File: src/hdl/cmd_pkg.sv
/*
 memory map decoder package: register offsets, field positions, reset values, map bounds.
 assumes nothing beyond a systemverilog compiler.
*/
package cmd_pkg;
    localparam logic [7:0]  CMD_SP_ADDR       = 8'h81;
    localparam logic [7:0]  CMD_SP_RESET      = 8'h07;
    localparam logic [7:0]  CMD_PBS_ADDR      = 8'hb1;
    localparam logic [7:0]  CMD_PAGE_ADDR     = 8'h84;
    localparam logic [7:0]  CMD_PSW_ADDR      = 8'hd0;
    localparam logic [7:0]  CMD_PBS_RESET     = 8'h11;
    localparam logic [7:0]  CMD_PBS_MASK      = 8'h33;
    localparam int          CMD_CB_LSB        = 4;
    localparam int          CMD_FB_LSB        = 0;
    localparam int          CMD_RS_LSB        = 3;
    localparam logic [7:0]  CMD_SFR_BASE      = 8'h80;
    localparam logic [7:0]  CMD_BIT_BYTE_BASE = 8'h20;
    localparam logic [7:0]  CMD_PAGE_RESET    = 8'h00;
    localparam int          CMD_REC_W         = 32;
    localparam logic [5:0]  CMD_REC_FULL      = 6'h20;
    typedef enum logic [1:0] {CMD_NONE, CMD_DIRECT, CMD_INDIRECT, CMD_BIT} cmd_mode_e;
    typedef enum logic [2:0] {
        CMD_SP_HOLD, CMD_SP_PUSH, CMD_SP_POP, CMD_SP_CALL, CMD_SP_RET
    } cmd_stk_e;
endpackage

File: src/hdl/cmd_stk_if.sv
/*
 interface carrying stack events between the decoder and the stack record.
 assumes one clock domain.
*/
`timescale 1ns/10ps
interface cmd_stk_if;
    import cmd_pkg::*;
    cmd_stk_e op;
    logic     ovf;
    logic     unf;
    modport src (output op, input ovf, unf);
    modport rec (input op, output ovf, unf);
endinterface

File: src/hdl/cmd_decoder.sv
/*
 memory map decoder: flash bank select, data ram map, register banks, bit space,
 stack pointer, paged sfr access.
 assumes the core presents one access per cycle and drives sfr writes with sfr_we.
*/
// What this block does
// - constant bank field picks flash bank for constant reads/writes at upper half.
// - scratchpad accesses ignore the constant bank field.
// - fetch bank field picks flash bank for upper-half instruction fetches.
// - fetch bank field changes only when writer executes from common bank 0.
// - lower program half always decodes to bank 0.
// - bank select register at 0xb1, reachable on every page; bits 7-6, 3-2 reserved.
// - 256 bytes data ram; lower 128 bytes direct or indirect.
// - above 0x7f direct reaches sfrs, indirect reaches upper ram.
// - 0x00-0x1f are four register banks chosen by status word bits 3, 4.
// - indirect address comes from r0 or of active bank.
// - bytes 0x20-0x2f form bit addresses 0x00-0x7f.
// - bit or byte access chosen by operand type, not address.
// - push writes at pointer plus one, then pointer increments.
// - reset loads stack pointer at 0x81 with 0x07.
// - 32-bit stack record shifts one bit per push, two per call.
// - stack record flags overflow and underflow to debug logic.
// - sfrs at addresses ending 0 or 8 are bit addressable.
// - up to 256 sfr pages chosen by page select register.
`timescale 1ns/10ps
module cmd_decoder (
    input  wire logic              clk,
    input  wire logic              rst,
    input  wire logic [15:0]       fetch_addr,
    input  wire logic              fetch_req,
    input  wire logic [15:0]       const_addr,
    input  wire logic              const_req,
    input  wire logic              const_scratch,
    input  wire logic [15:0]       exec_pc,
    input  wire cmd_pkg::cmd_mode_e data_mode,
    input  wire logic [7:0]        data_addr,
    input  wire logic [7:0]        indirect_ptr,
    input  wire logic              indirect_sel,
    input  wire logic              sfr_we,
    input  wire logic              sfr_re,
    input  wire logic [7:0]        sfr_wdata,
    input  wire cmd_pkg::cmd_stk_e stack_op,
    output logic [16:0]            fetch_flash_addr,
    output logic [16:0]            const_flash_addr,
    output logic [7:0]             ram_addr,
    output logic                   ram_sel,
    output logic                   ram_bit_sel,
    output logic [2:0]             bit_pos,
    output logic [7:0]             sfr_addr,
    output logic [7:0]             sfr_page,
    output logic                   sfr_sel,
    output logic                   sfr_bit_ok,
    output logic [7:0]             ptr_reg_addr,
    output logic [7:0]             sfr_rdata,
    output logic                   sfr_rvalid,
    output logic [7:0]             stack_pointer,
    output logic [7:0]             push_addr,
    output logic                   rec_overflow,
    output logic                   rec_underflow
);
    import cmd_pkg::*;

    logic [7:0] program_bank_select_r;
    logic [7:0] peripheral_page_select_r;
    logic [7:0] program_status_word_r;
    logic [7:0] stack_pointer_r;
    logic [1:0] constant_bank_field;
    logic [1:0] fetch_bank_field;
    logic [1:0] reg_bank;
    logic       reg_bank_sel_lo;
    logic       reg_bank_sel_hi;
    logic       in_bank0;
    cmd_stk_if  stk ();

    assign constant_bank_field = program_bank_select_r[CMD_CB_LSB +: 2];
    assign fetch_bank_field    = program_bank_select_r[CMD_FB_LSB +: 2];
    assign reg_bank_sel_lo     = program_status_word_r[CMD_RS_LSB];
    assign reg_bank_sel_hi     = program_status_word_r[CMD_RS_LSB + 1];
    assign reg_bank            = {reg_bank_sel_hi, reg_bank_sel_lo};
    assign in_bank0            = ~exec_pc[15];

    always_ff @(posedge clk or posedge rst) begin
        if (rst) begin
            program_bank_select_r <= CMD_PBS_RESET;
        end else if (sfr_we && data_mode == CMD_DIRECT && data_addr == CMD_PBS_ADDR) begin
            program_bank_select_r[CMD_CB_LSB +: 2] <= sfr_wdata[CMD_CB_LSB +: 2];
            // fetch bank from bank 0 only
            if (in_bank0) begin
                program_bank_select_r[CMD_FB_LSB +: 2] <= sfr_wdata[CMD_FB_LSB +: 2];
            end
        end
    end

    always_ff @(posedge clk or posedge rst) begin
        if (rst) begin
            peripheral_page_select_r <= CMD_PAGE_RESET;
        end else if (sfr_we && data_mode == CMD_DIRECT && data_addr == CMD_PAGE_ADDR) begin
            peripheral_page_select_r <= sfr_wdata;
        end
    end

    always_ff @(posedge clk or posedge rst) begin
        if (rst) begin
            program_status_word_r <= 8'h00;
        end else if (sfr_we && data_mode == CMD_DIRECT && data_addr == CMD_PSW_ADDR) begin
            program_status_word_r <= sfr_wdata;
        end
    end

    always_ff @(posedge clk or posedge rst) begin
        if (rst) begin
            stack_pointer_r <= CMD_SP_RESET;
        end else if (sfr_we && data_mode == CMD_DIRECT && data_addr == CMD_SP_ADDR) begin
            stack_pointer_r <= sfr_wdata;
        end else begin
            case (stack_op)
                CMD_SP_PUSH: stack_pointer_r <= stack_pointer_r + 8'h01;
                CMD_SP_CALL: stack_pointer_r <= stack_pointer_r + 8'h02;
                CMD_SP_POP:  stack_pointer_r <= stack_pointer_r - 8'h01;
                CMD_SP_RET:  stack_pointer_r <= stack_pointer_r - 8'h02;
                default:     stack_pointer_r <= stack_pointer_r;
            endcase
        end
    end

    always_ff @(posedge clk or posedge rst) begin
        if (rst) begin
            fetch_flash_addr <= 17'h0;
        end else if (fetch_req) begin
            fetch_flash_addr <= fetch_addr[15] ? {fetch_bank_field, fetch_addr[14:0]}
                                               : {2'b00, fetch_addr[14:0]};
        end
    end

    always_ff @(posedge clk or posedge rst) begin
        if (rst) begin
            const_flash_addr <= 17'h0;
        end else if (const_req) begin
            if (const_scratch || !const_addr[15]) begin
                const_flash_addr <= {2'b00, const_addr[14:0]};
            end else begin
                const_flash_addr <= {constant_bank_field, const_addr[14:0]};
            end
        end
    end

    always_ff @(posedge clk or posedge rst) begin
        if (rst) begin
            ram_addr    <= 8'h00;
            ram_sel     <= 1'b0;
            ram_bit_sel <= 1'b0;
            bit_pos     <= 3'h0;
            sfr_addr    <= 8'h00;
            sfr_sel     <= 1'b0;
            sfr_bit_ok  <= 1'b0;
        end else begin
            ram_sel     <= 1'b0;
            ram_bit_sel <= 1'b0;
            sfr_sel     <= 1'b0;
            sfr_bit_ok  <= 1'b0;
            if (data_mode == CMD_INDIRECT) begin
                ram_addr <= indirect_ptr;
                ram_sel  <= 1'b1;
            end else if (data_mode == CMD_DIRECT && data_addr < CMD_SFR_BASE) begin
                ram_addr <= data_addr;
                ram_sel  <= 1'b1;
            end else if (data_mode == CMD_DIRECT) begin
                sfr_addr <= data_addr;
                sfr_sel  <= 1'b1;
            end else if (data_mode == CMD_BIT && !data_addr[7]) begin
                ram_addr    <= CMD_BIT_BYTE_BASE + {4'h0, data_addr[6:3]};
                ram_sel     <= 1'b1;
                ram_bit_sel <= 1'b1;
                bit_pos     <= data_addr[2:0];
            end else if (data_mode == CMD_BIT) begin
                sfr_addr   <= {data_addr[7:3], 3'b000};
                sfr_sel    <= 1'b1;
                sfr_bit_ok <= 1'b1;
                bit_pos    <= data_addr[2:0];
            end
        end
    end

    always_ff @(posedge clk or posedge rst) begin
        if (rst) begin
            ptr_reg_addr <= 8'h00;
        end else begin
            ptr_reg_addr <= {3'b000, reg_bank, 2'b00, indirect_sel};
        end
    end

    always_ff @(posedge clk or posedge rst) begin
        if (rst) begin
            sfr_rdata  <= 8'h00;
            sfr_rvalid <= 1'b0;
        end else begin
            sfr_rvalid <= 1'b0;
            sfr_rdata  <= 8'h00;
            if (sfr_re && data_mode == CMD_DIRECT) begin
                if (data_addr == CMD_PBS_ADDR) begin
                    sfr_rdata  <= program_bank_select_r & CMD_PBS_MASK;
                    sfr_rvalid <= 1'b1;
                end else if (data_addr == CMD_SP_ADDR) begin
                    sfr_rdata  <= stack_pointer_r;
                    sfr_rvalid <= 1'b1;
                end else if (data_addr == CMD_PAGE_ADDR) begin
                    sfr_rdata  <= peripheral_page_select_r;
                    sfr_rvalid <= 1'b1;
                end else if (data_addr == CMD_PSW_ADDR) begin
                    sfr_rdata  <= program_status_word_r;
                    sfr_rvalid <= 1'b1;
                end
            end
        end
    end

    always_ff @(posedge clk or posedge rst) begin
        if (rst) begin
            stack_pointer <= CMD_SP_RESET;
            push_addr     <= CMD_SP_RESET + 8'h01;
            sfr_page      <= CMD_PAGE_RESET;
        end else begin
            stack_pointer <= stack_pointer_r;
            push_addr     <= stack_pointer_r + 8'h01;
            sfr_page      <= peripheral_page_select_r;
        end
    end

    assign stk.op = stack_op;
    cmd_stack_record u_rec (
        .clk (clk),
        .rst (rst),
        .stk (stk)
    );

    always_ff @(posedge clk or posedge rst) begin
        if (rst) begin
            rec_overflow  <= 1'b0;
            rec_underflow <= 1'b0;
        end else begin
            rec_overflow  <= stk.ovf;
            rec_underflow <= stk.unf;
        end
    end

    fetch_lock_a: assert property (@(posedge clk) disable iff (rst)
        (exec_pc[15] && !(sfr_we && data_mode == CMD_DIRECT && data_addr == CMD_PBS_ADDR
         && in_bank0)) |=> $stable(fetch_bank_field))
        else $error("fetch bank changed from upper bank");
    low_half_a: assert property (@(posedge clk) disable iff (rst)
        (fetch_req && !fetch_addr[15]) |=> fetch_flash_addr[16:15] == 2'b00)
        else $error("lower half not bank 0");
    upper_fetch_a: assert property (@(posedge clk) disable iff (rst)
        (fetch_req && fetch_addr[15]) |=> fetch_flash_addr[16:15] == $past(fetch_bank_field))
        else $error("upper fetch bank wrong");
    scratch_ign_a: assert property (@(posedge clk) disable iff (rst)
        (const_req && const_scratch) |=> const_flash_addr[16:15] == 2'b00)
        else $error("scratchpad used constant bank");
    direct_sfr_a: assert property (@(posedge clk) disable iff (rst)
        (data_mode == CMD_DIRECT && data_addr[7]) |=> sfr_sel && !ram_sel)
        else $error("direct high address missed sfr");
    indir_ram_a: assert property (@(posedge clk) disable iff (rst)
        (data_mode == CMD_INDIRECT) |=> ram_sel && ram_addr == $past(indirect_ptr))
        else $error("indirect access missed ram");
    bit_map_a: assert property (@(posedge clk) disable iff (rst)
        (data_mode == CMD_BIT && !data_addr[7]) |=>
        ram_addr == 8'h20 + {4'h0, $past(data_addr[6:3])} && bit_pos == $past(data_addr[2:0]))
        else $error("bit address mapping wrong");
    push_step_a: assert property (@(posedge clk) disable iff (rst)
        (stack_op == CMD_SP_PUSH && !sfr_we) |=> ##1 stack_pointer == $past(stack_pointer_r, 2) + 8'h01)
        else $error("push did not increment pointer");
    rsv_zero_a: assert property (@(posedge clk) disable iff (rst)
        sfr_rvalid && $past(data_addr) == CMD_PBS_ADDR |-> (sfr_rdata & 8'hcc) == 8'h00)
        else $error("reserved bank bits read nonzero");

    // flash bank checks
    const_hi_a: assert property (@(posedge clk) disable iff (rst)
        (const_req && !const_scratch && const_addr[15]) |=>
        const_flash_addr[16:15] == $past(constant_bank_field))
        else $error("upper constant bank wrong");
    const_lo_a: assert property (@(posedge clk) disable iff (rst)
        (const_req && !const_addr[15]) |=> const_flash_addr[16:15] == 2'b00)
        else $error("lower constant half not bank 0");
    bank_write_a: assert property (@(posedge clk) disable iff (rst)
        (sfr_we && data_mode == CMD_DIRECT && data_addr == CMD_PBS_ADDR) |=>
        constant_bank_field == $past(sfr_wdata[CMD_CB_LSB +: 2]))
        else $error("bank select write lost");
    rsv_hold_a: assert property (@(posedge clk) disable iff (rst)
        (program_bank_select_r & ~CMD_PBS_MASK) == 8'h00)
        else $error("reserved bank bits stored");

    // data space checks
    direct_ram_a: assert property (@(posedge clk) disable iff (rst)
        (data_mode == CMD_DIRECT && !data_addr[7]) |=>
        ram_sel && !sfr_sel && ram_addr == $past(data_addr))
        else $error("direct low address missed ram");
    byte_only_a: assert property (@(posedge clk) disable iff (rst)
        (data_mode == CMD_DIRECT) |=> !ram_bit_sel && !sfr_bit_ok)
        else $error("byte access marked as bit");
    sfr_bit_a: assert property (@(posedge clk) disable iff (rst)
        (data_mode == CMD_BIT && data_addr[7]) |=> sfr_bit_ok && sfr_addr[2:0] == 3'b000)
        else $error("sfr bit access not on 0 or 8");
    ptr_bank_a: assert property (@(posedge clk) disable iff (rst)
        (data_mode == CMD_INDIRECT) |=>
        ptr_reg_addr[7:3] == {3'b000, $past(reg_bank)} &&
        ptr_reg_addr[2:0] == {2'b00, $past(indirect_sel)})
        else $error("pointer register outside active bank");

    // register checks
    sp_reset_a: assert property (@(posedge clk)
        $fell(rst) |-> stack_pointer_r == CMD_SP_RESET && push_addr == CMD_SP_RESET + 8'h01)
        else $error("stack pointer reset value wrong");
    page_mirror_a: assert property (@(posedge clk) disable iff (rst)
        (sfr_we && data_mode == CMD_DIRECT && data_addr == CMD_PAGE_ADDR) |=> ##1
        sfr_page == $past(sfr_wdata, 2))
        else $error("page select not reflected");
    rec_flag_a: assert property (@(posedge clk) disable iff (rst)
        stk.ovf |=> rec_overflow)
        else $error("overflow not passed to debug");

    // scenario covers
    cover property (@(posedge clk) disable iff (rst) const_req && const_scratch);
    cover property (@(posedge clk) disable iff (rst) fetch_req && fetch_addr[15] && fetch_bank_field == 2'b11);
    cover property (@(posedge clk) disable iff (rst) data_mode == CMD_BIT && data_addr[7]);
    cover property (@(posedge clk) disable iff (rst) stack_op == CMD_SP_CALL);
endmodule

File: src/hdl/cmd_stack_record.sv
/*
 debug stack record: 32-bit shift register with depth count and overflow/underflow pulses.
 assumes stack events arrive one per cycle at most.
*/
`timescale 1ns/10ps
module cmd_stack_record (
    input  wire logic clk,
    input  wire logic rst,
    cmd_stk_if.rec    stk
);
    import cmd_pkg::*;
    logic [CMD_REC_W-1:0] rec_r;
    logic [5:0]           depth_r;
    logic                 ovf_r;
    logic                 unf_r;
    logic [5:0]           need;
    logic [5:0]           give;

    always_comb begin
        need = 6'h0;
        give = 6'h0;
        case (stk.op)
            CMD_SP_PUSH: need = 6'h1;
            CMD_SP_CALL: need = 6'h2;
            CMD_SP_POP:  give = 6'h1;
            CMD_SP_RET:  give = 6'h2;
            default:     need = 6'h0;
        endcase
    end

    always_ff @(posedge clk or posedge rst) begin
        if (rst) begin
            rec_r   <= '0;
            depth_r <= 6'h0;
        end else if (need != 6'h0) begin
            rec_r   <= (need == 6'h2) ? {rec_r[CMD_REC_W-3:0], 2'b11} : {rec_r[CMD_REC_W-2:0], 1'b0};
            depth_r <= (depth_r + need > CMD_REC_FULL) ? CMD_REC_FULL : depth_r + need;
        end else if (give != 6'h0) begin
            rec_r   <= (give == 6'h2) ? {2'b00, rec_r[CMD_REC_W-1:2]} : {1'b0, rec_r[CMD_REC_W-1:1]};
            depth_r <= (depth_r < give) ? 6'h0 : depth_r - give;
        end
    end

    always_ff @(posedge clk or posedge rst) begin
        if (rst) begin
            ovf_r <= 1'b0;
            unf_r <= 1'b0;
        end else begin
            ovf_r <= (need != 6'h0) && (depth_r + need > CMD_REC_FULL);
            unf_r <= (give != 6'h0) && (depth_r < give);
        end
    end
    assign stk.ovf = ovf_r;
    assign stk.unf = unf_r;

    ovf_pulse_a: assert property (@(posedge clk) disable iff (rst)
        (stk.op == CMD_SP_CALL && depth_r == 6'h1f) |=> stk.ovf)
        else $error("overflow not flagged");
    unf_pulse_a: assert property (@(posedge clk) disable iff (rst)
        (stk.op == CMD_SP_POP && depth_r == 6'h0) |=> stk.unf)
        else $error("underflow not flagged");
    rec_depth_a: assert property (@(posedge clk) disable iff (rst)
        (stk.op == CMD_SP_CALL && depth_r < 6'h1e) |=> depth_r == $past(depth_r) + 6'h2)
        else $error("call did not add two record bits");
    cover property (@(posedge clk) disable iff (rst) stk.ovf);
endmodule

File: config.mk
export PLATFORM = sky130hd
export DESIGN_NAME = cmd_decoder
export DESIGN_NICKNAME = d
export VERILOG_FILES = /design/src/hdl/cmd_pkg.sv /design/src/hdl/cmd_stk_if.sv /design/src/hdl/cmd_decoder.sv /design/src/hdl/cmd_stack_record.sv
export SDC_FILE = /design/constraint.sdc
export NUM_CORES = 1
export LEC_CHECK = 0
export BUFFER_PORTS_ARGS = -buffer_cell sky130_fd_sc_hd__buf_2
export CAP_MARGIN = 20
export CORE_MARGIN = 2
export CORE_UTILIZATION = 56
export DETAILED_ROUTE_END_ITERATION = 7
export HOLD_SLACK_MARGIN = 0.1
export PLACE_DENSITY = 0.85
export SLEW_MARGIN = 20
export SYNTH_ARGS = -nofsm -noshare
export SYNTH_HDL_FRONTEND = slang
export SYNTH_SLANG_ARGS = --single-unit
File: constraint.sdc
create_clock -name clk -period 6.65 [get_ports clk]
set_input_delay 1.33 -clock clk [delete_from_list [all_inputs] [get_ports clk]]
set_output_delay 1.33 -clock clk [all_outputs]
set_load 0.01 [all_outputs]
Yosys cells after proc, flatten, opt, wreduce, memory -nomap -nowiden
Index checks and enable logic that the tools add are counted.
W data, S select, Z words.

operators by class
  bitwise gates (word level) = 4
  magnitude comparators = 3
  reduce and logical (&&, ||, !) cells = 24
  equality and inequality tests = 13
  muxes and demuxes = 43
  $add $sub $neg = 7

operators by type and width
  kind                   number
  $mux W8                13
  $mux W17               2
  $eq A8 B8 Y1 const B   4
  $pmux W8 S4            1
  $mux W6                4
  $mux W1                19
  $reduce_bool A6 Y1     2
  $logic_and A1 B1 Y1    10
  $add A8 B1 Y8 const B  1
  $add A8 B2 Y8 const B  1
  $lt A8 B8 Y1 const B   1
  $pmux W2 S2            2
  $reduce_and A4 Y1      2
  $sub A8 B1 Y8 const B  1
  $sub A8 B2 Y8 const B  1
  $add A6 B4 Y7 const A  1
  $add A6 B2 Y6          1
  $eq A3 B2 Y1 const B   2
  $gt A6 B6 Y1 const B   1
  $lt A6 B2 Y1           1
  $mux W3                2
  $reduce_bool A2 Y1     3
  $sub A6 B2 Y6          1
  $reduce_bool A5 Y1     1
  11 further kinds       17

word-level totals
  bits in registers = 131
  word-level logic and storage cells = 119
  input port bits = 85
  output and inout bits = 100

Longest topological paths before layout
  depth in word-level cells = 6
  mapped depth = 12
  gate-level depth less buffers = 10

Cells and area by module
Synthesis repeated with hierarchy kept, for this count alone.

second synthesis, totals
  cell total of the unflattened synthesis = 583
  area, all modules = 6414.9 um^2

modules (own cells, without submodules)
  module            cells each  area an instance (um^2)  instances
  cmd_decoder       484         5589.1                   1
  cmd_stack_record  99          825.8                    1

Worst setup path after synthesis
Ideal clock, no wire load.

  path kind = in2reg
  from = input port stack_op[0]
  to = register u_rec.depth_r[2]
  data arrival time = 3811 ps
  stages = 12
  buffers on the path = 2
  path slack = 2753 ps
  cell sequence = clkbuf_1 nand2b_1 clkbuf_1 nor2_1 ha_1 inv_1 fa_1 nor4bb_1 a22oi_1 a221oi_1 nand4_1 a32oi_1

between the ends
  cells in the longest elaborated chain, start to end = 6
  elaborated cells on any way between the ends = 17
  classes of those cells = 2 x add/sub; 2 x order compare; 4 x eq/ne; 6 x mux; 3 x reduce/logical

RTL lines
  element                                         RTL line                                        source
  start: declaration                              cmd_decoder.sv:42                               input wire cmd_pkg::cmd_stk_e stack_op,
  $eq A3 B2 Y1 (tied with other cells)            cmd_stack_record.sv:22                          case (stk.op)
  $pmux W2 S2                                     cmd_stack_record.sv:22
  $add A6 B2 Y6 (tied with other cells)           cmd_stack_record.sv:37                          depth_r <= (depth_r + need > CMD_REC_FULL) ? CMD_REC_FULL : depth_r + need;
  $gt A6 B6 Y1 / $mux W6 (equally long branches)  cmd_stack_record.sv:37, cmd_stack_record.sv:40
  $mux W6 (on tied branches)                      cmd_stack_record.sv:37, cmd_stack_record.sv:38
  $mux W6                                         cmd_stack_record.sv:35                          end else if (need != 6'h0) begin
  end signal: assignment                          cmd_stack_record.sv:37
  end signal: assignment                          cmd_stack_record.sv:40                          depth_r <= (depth_r < give) ? 6'h0 : depth_r - give;
  end: declaration                                cmd_stack_record.sv:13                          logic [5:0] depth_r;

Parallel ways exist; a longest one is shown, timed or not. The select of a mux whose other input is x is not followed.
A chain may end at the register's enable or synchronous reset.

Worst setup path in the final report
  from = input port stack_op[2]
  to = register u_rec.depth_r[0]

Same word-level chain as after synthesis.

==> run_results.csv <==
group,metric,value,unit
outcome,status,"finished, final reports clean",
worst_setup_path,cp_slowest_stage_delay,0.61,ns
clock_network,clock_sinks,131,
clock_network,cts.repair.resized,0,
worst_setup_path,critPathLaunchType,"input pin",
floorplan,die_area,11800,um2
detailed_routing,drt_pre_antenna_iters,5,
floorplan,core,10800,um2
sta,drv_slew,0,
pwr,leakagePower,0.00370,uW
yosys,synth_edf_count,0,
final_layout,fillers,780,
global_route,grt_max_degree,75,
placed_design,placement.cell_area,7000,um2
final_layout,layout_commonest_cell,"buf_2",
final_layout,multi_input_area,2600,um2
detailed_routing,drt-initial-drc-count,401,
worst_setup_path,critPathBufInv,2,
yosys,synth_top_flop_cell,"dfrtp_1",
detailed_routing,wl_per_cell,17.9,um
sta,setup_tns,0,ns
yosys,netlist_area,6140,um2
worst_setup_path,cpMostUsedCell,"a22oi_1",
pwr,ir_worst_vdd,0.236,mV
final_layout,drive_above_1_share,38.1,%
detailed_routing,routed_wl,15.3,mm
worst_setup_path,slowest_stage,"a221oi_1",
global_route,antenna_found_initial,1,
clock_network,cts_max_level,4,
final_layout,final-seq-area,3290,um2
placed_design,dp_hpwl,10.2,mm
floorplan,die-height,109,um
sta,fin_skew,0.00704,ns
clock_network,cts_root_buf,"clkbuf_8",
placed_design,port_buffers,164,
worst_setup_path,cp-end-kind,"register",
worst_setup_path,critPathKind,"input pin to register",
yosys,ys_types,66,
min_path,worst_hold_path_type,"register to register",
sta,setup_violations,0,
worst_setup_path,crit_chain,"buf_2, nand2b_1, nor2_1, ha_1, inv_1, fa_1, nor4bb_1, a22oi_1, a221oi_1, nand4_1, a22oi_1",
sta,worst_pin_slew,0.883,ns
clock_network,postCtsHoldBufs,0,
sta,holdWs,0.351,ns
yosys,ys_seq_area_share,53.6,%
detailed_routing,post-route-drc-count,0,
worst_setup_path,reg2reg_slack,4.01,ns
final_layout,final-instance-count-excl-fill,851,
worst_setup_path,path_max_fanout,16,
clock_network,cts_setup_buffers,0,
global_route,grt_pass1_vias,4905,
yosys,netlist_instances,545,
sta,clock.fmax,0.262,GHz
global_route,grt_use_total,26.7,%
clock_network,cts_tree,"built",
final_layout,diodes,0,
worst_setup_path,path_delay_family,"simple AND/OR/NAND/NOR gates",
placed_design,dp.cells,819,
global_route,grt_pass1_wl,24.1,mm
final_layout,final_cell_mix,"164 x buf_2, 122 x dfrtp_1, 56 x mux2_2",
clock_network,cts_buffer_depth,2,
worst_setup_path,arrival,4.26,ns
pwr,cellPowerDensity,354,nW/um2
floorplan,pin_count,185,
run,max_cap_violations,0,
detailed_routing,viasPerCell,5.89,
placed_design,routabilityCongestion,0.887,
final_layout,final_area,7620,um2
yosys,avgSynthCellArea,11.3,um2
placed_design,place_ws,2.38,ns
yosys,ys_seq_elements,131,
clock_network,cts_buffers,17,
detailed_routing,num_vias,5015,
sta,fin_crit_sh,57.4,%
yosys,synth-async-reset-ratio,100,%
floorplan,die_w,109,um
detailed_routing,antenna_left,0,
clock_network,clk_latency,0.53,ns
sta,grt_setup_unrepaired,"no",
worst_setup_path,worstPathRequired,7.09,ns
floorplan,start_util,56.9,%
clock_network,path_clk_slew,0.06,ns
floorplan,num_rows,38,
global_route,grt-ovfl-total,0,
final_layout,syn_to_final_growth,24.0,%
sta,worst_slack,2.83,ns
final_layout,nets,797,
yosys,ys_warn_count,0,
sta,finalCriticalPeriod,3.82,ns
sta,hold_violations,0,
sta,relSlewSlack,41.1,%
final_layout,largestRegisters,"const_flash_addr x17, fetch_flash_addr x17",
[routing by layer]
metal	share of wire [%]	wire length, um	global-route usage, %	vias to the layer above
li1	-	-	-	2283
met1	41	6320	34.9	2460
met2	50	7570	42.2	244
met3	6.6	1010	6.28	28
met4	2.4	362	12.3	0
met5	0	0	0	-
[synth_stat cells (5+ instances only)]
master / n / area share (%)
dfrtp_1: 122 / 50
mux2_2: 56 / 10
nand2_1: 47 / 2.9
inv_1: 28 / 1.7
o21ai_0: 23 / 1.9
nor2_1: 22 / 1.3
a21oi_1: 21 / 1.7
clkbuf_1: 20 / 1.2
a222oi_1: 12 / 2.0
ha_1: 11 / 2.2
nand2b_1: 11 / 1.1
buf_2: 10 / 0.81
nand3_1: 10 / 0.81
nor3_1: 10 / 0.81
dfstp_2: 9 / 3.9
a22oi_1: 8 / 0.98
o22ai_1: 8 / 0.81
xnor2_1: 8 / 1.1
and2_1: 7 / 0.71
a221o_1: 5 / 0.81
buf_4: 5 / 0.61
o211ai_1: 5 / 0.61
or4_1: 5 / 0.61
xor2_1: 5 / 0.71
[path summary, 6_finish.rpt]
path	from	endpoint	cells after the start
worst max-delay path	stack_op[2]	u_rec.depth_r[0]$_DFFE_PP0P_	11
worst min-delay path	u_rec.stk.ovf$_DFF_PP0_	rec_overflow$_DFF_PP0_	0
worst max register to register	u_rec.depth_r[1]$_DFFE_PP0P_	u_rec.depth_r[0]$_DFFE_PP0P_	7
worst min register to register	u_rec.stk.ovf$_DFF_PP0_	rec_overflow$_DFF_PP0_	0
max in group asynchronous	rst	stack_pointer_r[3]$_DFFE_PP0P_	3
min in group asynchronous	rst	sfr_page[7]$_DFF_PP0_	2
[where the power goes]
part	switching, uW	internal (uW)	total, uW
clock network	350	619	969
registers	159	937	1100
logic	346	285	631
[cells by family after synthesis]
group           share of synthesized area (%)
simple gates                             13.4
mux                                      10.4
buf+inv                                  4.42
flops                                    53.6
other cells                            0.0611
compound gates                           13.1
xor+xnor                                 1.85
fa+ha+maj                                3.22
[per-stage QoR]
stage	utilization (%)	power [uW]
floorplan	-	1510
global placement	64.9	1700
detailed placement	64.9	1720
CTS	70.6	2700
global route	70.6	2840
finish	70.6	2700
[area by class of cell]
| class | count | area share, % |
|---|---|---|
| Sequential cell | 131 | 43.2 |
| Multi-Input combinational cell | 354 | 34.1 |
| Timing Repair Buffer | 166 | 11.0 |
| Clock buffer | 19 | 5.67 |
| Clock inverter | 13 | 2.40 |
| Tap cell | 140 | 2.30 |
| Inverter | 28 | 1.41 |
Power figures use the tool's default switching activity.
